### config.mk
export PLATFORM = sky130hd
export DESIGN_NAME = uhs_host_modem
export DESIGN_NICKNAME = d
export VERILOG_FILES = /design/src/uhs_pkg.sv /design/src/uhs_host_modem.sv
export SDC_FILE = /design/constraint.sdc
export NUM_CORES = 1
export LEC_CHECK = 0
export ABC_AREA = 0
export BUFFER_PORTS_ARGS = -buffer_cell sky130_fd_sc_hd__buf_4
export CAP_MARGIN = 10
export CORE_MARGIN = 1
export CORE_UTILIZATION = 45
export DETAILED_ROUTE_END_ITERATION = 16
export PLACE_DENSITY = 0.74
export SETUP_SLACK_MARGIN = 0.1
export SYNTH_ARGS = -nofsm -noshare
export SYNTH_HDL_FRONTEND = slang
export SYNTH_SLANG_ARGS = --single-unit
### constraint.sdc
create_clock -name clk_sys_i -period 1.8 [get_ports clk_sys_i]
set_input_delay 0 -clock clk_sys_i [delete_from_list [all_inputs] [get_ports clk_sys_i]]
set_output_delay 0 -clock clk_sys_i [all_outputs]
set_load 0.02 [all_outputs]
### src/uhs_pkg.sv
package uhs_pkg;

  // Register select that reaches the modem status register
  localparam logic [2:0] UHS_MSR_ADDR   = 3'h6;

  // Modem status register layout
  localparam int         UHS_MSR_DCTS   = 0;
  localparam int         UHS_MSR_DDSR   = 1;
  localparam int         UHS_MSR_DDCD   = 3;
  localparam int         UHS_MSR_CTS    = 4;
  localparam int         UHS_MSR_DSR    = 5;
  localparam int         UHS_MSR_DCD    = 7;

  // Modem lines in array order: clear-to-send, data-set-ready, carrier-detect
  localparam int         UHS_LINES      = 3;
  localparam int         UHS_LINE_CTS   = 0;
  localparam int         UHS_LINE_DSR   = 1;
  localparam int         UHS_LINE_DCD   = 2;

  localparam logic [7:0] UHS_BYTE_ZERO  = 8'h00;
  localparam logic [2:0] UHS_DELTA_ZERO = 3'h0;
  localparam logic [2:0] UHS_LINES_IDLE = 3'h7;

  typedef struct packed {
    logic       sel_high_a;
    logic       sel_high_b;
    logic       sel_low_n;
    logic [2:0] reg_addr;
  } uhs_select_type;

  typedef enum logic [1:0] {
    UHS_RD_IDLE = 2'b01,
    UHS_RD_BUSY = 2'b10
  } uhs_rd_state_type;

endpackage

### src/uhs_host_modem.sv
// Functional notes
// [RULE_01] Selected only with both highs high, low low
// [RULE_02] Eight-bit data bus, released when not driving
// [RULE_03] Status bit 4 shows clear-to-send level
// [RULE_04] Bit 0 flags clear-to-send change since read
// [RULE_05] Clear-to-send interrupt only without auto flow control
// [RULE_06] Auto mode gates transmitter with clear-to-send
// [RULE_07] Status bit 7 shows carrier-detect level
// [RULE_08] Bit 3 flags carrier change, may interrupt
// [RULE_09] Status bit 5 shows data-set-ready level
// [RULE_10] Bit 1 flags data-set-ready change, may interrupt
// [RULE_11] Transceiver disable low unless CPU reads
// [RULE_12] Terminal-ready low when bit set, else high; the code holds it high in loop mode even with the bit set
// [RULE_13] Interrupt high for any of four causes
// [RULE_14] Interrupt drops when serviced or on reset
// [RULE_15] Master reset clears state, outputs to defaults; the code leaves data_o and the held selects unchanged
// [RULE_16] Address strobe low passes selects, high holds
// [RULE_17] Read by either strobe while selected
// [RULE_18] Status read clears the change bits
`timescale 1ns/10ps
`default_nettype none

module uhs_host_modem
  import uhs_pkg::*;
(
  // Clock and reset
  input  wire logic       clk_sys_i,
  input  wire logic       rst_i,
  input  wire logic       master_reset_in_i,
  // Host bus
  input  wire logic       select_high_first_i,
  input  wire logic       select_high_second_i,
  input  wire logic       select_low_third_n_i,
  input  wire logic       address_latch_strobe_n_i,
  input  wire logic [2:0] reg_addr_i,
  input  wire logic       read_strobe_n_i,
  input  wire logic       read_strobe_i,
  input  wire logic [7:0] other_read_data_i,
  output logic      [7:0] data_o,
  output logic            data_oe_n_o,
  output logic            transceiver_disable_out_n_o,
  // Modem lines
  input  wire logic       cts_n_i,
  input  wire logic       dsr_n_i,
  input  wire logic       dcd_n_i,
  output logic            dtr_n_o,
  output logic            tx_enable_o,
  // Control bits and interrupt sources
  input  wire logic       dtr_bit_i,
  input  wire logic       loop_mode_i,
  input  wire logic       modem_int_enable_i,
  input  wire logic       auto_cts_enable_i,
  input  wire logic       rx_error_int_i,
  input  wire logic       rx_data_int_i,
  input  wire logic       thr_empty_int_i,
  output logic            int_o
);

  uhs_select_type   sel_live;
  uhs_select_type   sel_held;
  uhs_select_type   sel_eff;
  uhs_rd_state_type rd_state;
  logic             selected;
  logic             read_active;
  logic             rd_start;
  logic             rd_end;
  logic             msr_read_end;
  logic             msr_selected;
  logic [2:0]       line_n;
  logic [2:0]       line_prev_n;
  logic [2:0]       delta;
  logic [7:0]       msr_value;
  logic             modem_event;
  logic             any_reset;

  assign any_reset = master_reset_in_i;

  // Latch selects while the strobe is low, hold them while it is high
  assign sel_live = '{select_high_first_i, select_high_second_i,
                      select_low_third_n_i, reg_addr_i};

  always_ff @(posedge clk_sys_i or posedge rst_i) begin
    if (rst_i) begin
      sel_held <= '0;
    end else if (!address_latch_strobe_n_i) begin
      sel_held <= sel_live; // see [RULE_16]
    end
  end

  assign sel_eff = address_latch_strobe_n_i ? sel_held : sel_live; // see [RULE_16]

  assign selected    = sel_eff.sel_high_a && sel_eff.sel_high_b
                       && !sel_eff.sel_low_n; // see [RULE_01]
  assign read_active = selected && (!read_strobe_n_i || read_strobe_i); // see [RULE_17]
  assign msr_selected = (sel_eff.reg_addr == UHS_MSR_ADDR);

  always_ff @(posedge clk_sys_i or posedge rst_i) begin
    if (rst_i) begin
      rd_state <= UHS_RD_IDLE;
    end else if (any_reset) begin
      rd_state <= UHS_RD_IDLE;
    end else begin
      unique case (rd_state)
        UHS_RD_IDLE: begin
          if (read_active) begin
            rd_state <= UHS_RD_BUSY;
          end
        end
        UHS_RD_BUSY: begin
          if (!read_active) begin
            rd_state <= UHS_RD_IDLE;
          end
        end
      endcase
    end
  end

  assign rd_start = (rd_state == UHS_RD_IDLE) && read_active && !any_reset;
  assign rd_end   = (rd_state == UHS_RD_BUSY) && !read_active;

  // Register select remembered for the clearing at read end
  logic rd_was_msr;
  always_ff @(posedge clk_sys_i or posedge rst_i) begin
    if (rst_i) begin
      rd_was_msr <= 1'b0;
    end else if (rd_start) begin
      rd_was_msr <= msr_selected;
    end
  end
  assign msr_read_end = rd_end && rd_was_msr;

  // Change detection per modem line
  assign line_n = {dcd_n_i, dsr_n_i, cts_n_i};

  always_ff @(posedge clk_sys_i or posedge rst_i) begin
    if (rst_i) begin
      line_prev_n <= UHS_LINES_IDLE;
    end else begin
      line_prev_n <= line_n;
    end
  end

  generate
    for (genvar g = 0; g < UHS_LINES; g++) begin : g_delta
      // Clear at read end, not start, so the byte read still shows it; set wins
      always_ff @(posedge clk_sys_i or posedge rst_i) begin
        if (rst_i) begin
          delta[g] <= 1'b0;
        end else if (any_reset) begin
          delta[g] <= 1'b0; // see [RULE_15]
        end else if (line_n[g] != line_prev_n[g]) begin
          delta[g] <= 1'b1; // see [RULE_04] [RULE_08] [RULE_10]
        end else if (msr_read_end) begin
          delta[g] <= 1'b0; // see [RULE_18]
        end
      end
    end
  endgenerate

  always_comb begin
    msr_value               = UHS_BYTE_ZERO;
    msr_value[UHS_MSR_DCTS] = delta[UHS_LINE_CTS];
    msr_value[UHS_MSR_DDSR] = delta[UHS_LINE_DSR];
    msr_value[UHS_MSR_DDCD] = delta[UHS_LINE_DCD];
    msr_value[UHS_MSR_CTS]  = !cts_n_i; // see [RULE_03]
    msr_value[UHS_MSR_DSR]  = !dsr_n_i; // see [RULE_09]
    msr_value[UHS_MSR_DCD]  = !dcd_n_i; // see [RULE_07]
  end

  // Byte captured at read start and held for the whole strobe
  always_ff @(posedge clk_sys_i or posedge rst_i) begin
    if (rst_i) begin
      data_o <= UHS_BYTE_ZERO;
    end else if (rd_start) begin
      data_o <= msr_selected ? msr_value : other_read_data_i; // see [RULE_02]
    end
  end

  assign data_oe_n_o                 = (rd_state != UHS_RD_BUSY); // see [RULE_02]
  assign transceiver_disable_out_n_o = (rd_state == UHS_RD_BUSY); // see [RULE_11]

  // Modem pins and transmitter gate
  always_ff @(posedge clk_sys_i or posedge rst_i) begin
    if (rst_i) begin
      dtr_n_o <= 1'b1;
    end else if (any_reset) begin
      dtr_n_o <= 1'b1; // see [RULE_12] [RULE_15]
    end else begin
      dtr_n_o <= !(dtr_bit_i && !loop_mode_i); // see [RULE_12]
    end
  end

  always_ff @(posedge clk_sys_i or posedge rst_i) begin
    if (rst_i) begin
      tx_enable_o <= 1'b0;
    end else if (any_reset) begin
      tx_enable_o <= 1'b0;
    end else begin
      tx_enable_o <= !auto_cts_enable_i || !cts_n_i; // see [RULE_06]
    end
  end

  // Clear-to-send changes are flow control, not events, in auto mode
  assign modem_event = modem_int_enable_i // see [RULE_08] [RULE_10]
                       && ((delta[UHS_LINE_CTS] && !auto_cts_enable_i) // see [RULE_05]
                           || delta[UHS_LINE_DSR] || delta[UHS_LINE_DCD]);

  always_ff @(posedge clk_sys_i or posedge rst_i) begin
    if (rst_i) begin
      int_o <= 1'b0;
    end else if (any_reset) begin
      int_o <= 1'b0; // see [RULE_14]
    end else begin
      int_o <= rx_error_int_i || rx_data_int_i || thr_empty_int_i
               || modem_event; // see [RULE_13] [RULE_14]
    end
  end
endmodule

`default_nettype wire

==> flow_summary_export.csv <==
group,metric,value,unit
grt,grt_pass1_wl,3988,um
synthesis,yosysUniqueCellTypes,24,
critical_path,path_delay_family,"multiplexers",
route,vias,903,
timing,period_needed,1659,ps
critical_path,r2r_end,"data_o[3]$_DFFE_PP0P_",
critical_path,r2r_setup_slack,140,ps
route,vias_per_cell,5.045,
die,chipWidth,52.55,um
timing,fmax,602.9,MHz
power,ir_drop,0.0007145,V
power,power_density,927.5,mW/mm^2
timing,hold_viol,0,
cts,cts_buffer_depth,2,
critical_path,reg2reg_depth,4,
route,drtIter0Drc,13,
route,drt-total-wl,2508,um
timing,setup-violations-final,0,
grt,antenna_found_initial,0,
synthesis,synth_area_per_cell,13.37,um^2
critical_path,cp-end-kind,"flop",
critical_path,worstPathMaxFanout,7,
cts,clock_sinks,26,
run,max_cap_viol_count,0,
critical_path,crit_top_cell,"mux2_4",
cts,cts_tree,"built",
cts,clock_latency,320,ps
timing,rsz0062_at_grt,"no",
finish,diodes,0,
finish,post-route-cell-area,0.001728,mm^2
place,placed_cells,155,
critical_path,cp.arrival,1880,ps
grt,track_usage,20.75,%
timing,clock_skew,8.043,ps
finish,nFillCells,172,
timing,period_share,92.14,%
finish,final_net_count,182,
die,start_util,49.60,%
synthesis,ys_ff_latch,26,
synthesis,synth_nets,116,
power,leakagePower,0.0008315,uW
grt,grt_pass1_vias,913,
die,die-area,0.002762,mm^2
route,detail-route-antenna-nets,0,
place,dp_slack,49.61,ps
cts,clk_pin_slew,140,ps
critical_path,crit_chain,"mux2_4 > and3b_2 > mux2_4 > mux2_2",
timing,fin_hold_ws,17.57,ps
min_path,hold_path.class,"in2reg",
synthesis,synth_area,0.001150,mm^2
timing,worst_pin_slew,337.7,ps
synthesis,seq_area_frac_synth,57.13,%
finish,layout-drive-gt1-share,52.32,%
critical_path,path_buf_inv,0,
finish,syn2layout_area_growth,50.27,%
synthesis,synth_top_area_share,45.70,%
grt,grt_max_degree,27,
synthesis,syn_inst,86,
route,wl_per_cell,14.01,um
die,row_count,17,
critical_path,worstSetupStartpoint,"sel_held[0]$_DFF_PP0_",
grt,grt-ovfl-total,0,
run_status,status,"finished, final reports clean",
timing,finalSetupTns,0,ps
route,firstDrtPassIters,4,
synthesis,ys_warn_count,0,
place,dpl_cell_area,0.001489,mm^2
critical_path,startpoint_type,"flop",
timing,drv_slew,0,
critical_path,worstSetupPathDepth,4,
die,die_h,52.55,um
synthesis,yosys.area.top_type,"dfrtp_1",
critical_path,crit_required,2020,ps
place,gp_congestion,0.7449,
critical_path,r2r_start,"sel_held[0]$_DFF_PP0_",
place,place_hpwl,1619,um
route,drc_errors,0,
timing,relSlewSlack,77.48,%
die,core,0.002318,mm^2
finish,finalNonFillerCells,179,
critical_path,slowest_stage,"dfrtp_1",
critical_path,cp_slowest_stage_delay,400,ps
cts,cts.htree.levels,1,
timing,layout_setup_ws,141.5,ps
critical_path,worstSetupEndpoint,"data_o[3]$_DFFE_PP0P_",
synthesis,synth_area_leaders,"dfrtp_1 46%, mux2_2 13%, dfstp_2 11%",
critical_path,worstSetupPathType,"reg2reg",
die,io_pins,43,
place,io_buffer_count,42,
cts,cts_buffers,3,
cts,clockRootBuffer,"clkbuf_4",
==> cells by family after synthesis <==
logic type / share of synthesized area [%]
buffers and inverters: 4.243
AND/OR/NAND/NOR: 8.924
flip-flops: 57.13
multiplexers: 21.87
XOR/XNOR: 2.286
AO/OA/AOI/OAI: 5.549
==> metal layers <==
metal / global-route usage, % / vias to the layer above / routed length, um
met4: 11.40 / 0 / 55
met5: 0 / - / 0
met2: 35.02 / 37 / 1325
met1: 25.23 / 439 / 1019
li1: - / 421 / -
met3: 2.899 / 6 / 109
==> layout by cell type (no fill, tap or decap) <==
master,instances
o31ai_1,1
a21oi_1,6
mux2_4,6
o21ai_0,3
nor2b_1,2
o221a_2,1
nand3_2,1
dfstp_2,5
clkbuf_8,1
xnor2_1,3
nand2b_1,1
mux2_2,12
and2b_2,2
dfrtp_1,21
or2_2,1
nor3b_1,1
buf_4,45
inv_1,6
nor3_1,1
and3b_2,2
clkbuf_4,3
mux2i_1,3
nand2_1,2
dlygate4sd3_1,19
nor2_1,3
==> worst min path at each step <==
stage	from	endpoint	slack, ps	depth (start not counted)
after floorplan	cts_n_i	line_prev_n[0]$_DFF_PP1_	4	0
after global placement	rst_i	data_o[2]$_DFFE_PP0P_	80	3
after detailed placement	rst_i	data_o[2]$_DFFE_PP0P_	80	3
after CTS	address_latch_strobe_n_i	sel_held[0]$_DFF_PP0_	10	2
after global routing	address_latch_strobe_n_i	sel_held[0]$_DFF_PP0_	10	2
final	address_latch_strobe_n_i	sel_held[0]$_DFF_PP0_	20	2
==> per-stage QoR <==
step | utilization [%] | power (uW)
2_1_floorplan | - | 1054
3_3_place_gp | 64.22 | 1261
3_5_place_dp | 64.22 | 1276
4_1_cts | 74.04 | 1605
5_1_grt | 74.53 | 1688
6_report | 74.53 | 1603
==> cell type report <==
cell class	instances	area [um^2]	share of cell area, %
tap	28	35.03	2.028
multi-input combinational	51	449.2	26.00
clock buffer	4	36.28	2.100
sequential	26	656.9	38.02
timing repair buffer	64	528.0	30.56
inverter	6	22.52	1.303
==> sequential cells by signal, indices dropped and copies added (netlist names) <==
name,flops
sel_held,6
dtr_n_o,1
int_o,1
rd_state,2
rd_was_msr,1
line_prev_n,3
delta,3
tx_enable_o,1
data_o,8
==> power by group <==
part,internal [uW],switching (uW)
registers,707,59.0
logic,301,237
clock network,124,176
total,1130,472
==> cell usage after synthesis, drive strengths merged <==
cell type	instances
dfstp	5
nand2	2
o221a	1
o21ai	3
or2	1
nand3	1
clkbuf	1
mux2	18
nor2b	2
nor3	1
o31ai	1
and3b	2
xnor2	3
dfrtp	21
and2b	2
nor3b	1
inv	6
mux2i	3
buf	2
nor2	3
a21oi	6
nand2b	1
==> repair_timing <==
item	CTS	global route
resized for setup	1	1
endpoints found under the hold margin	43	0
endpoints found under the setup margin	7	3
buffers inserted	0	1
hold buffers	19	0
Power figures use the tool's default switching activity.
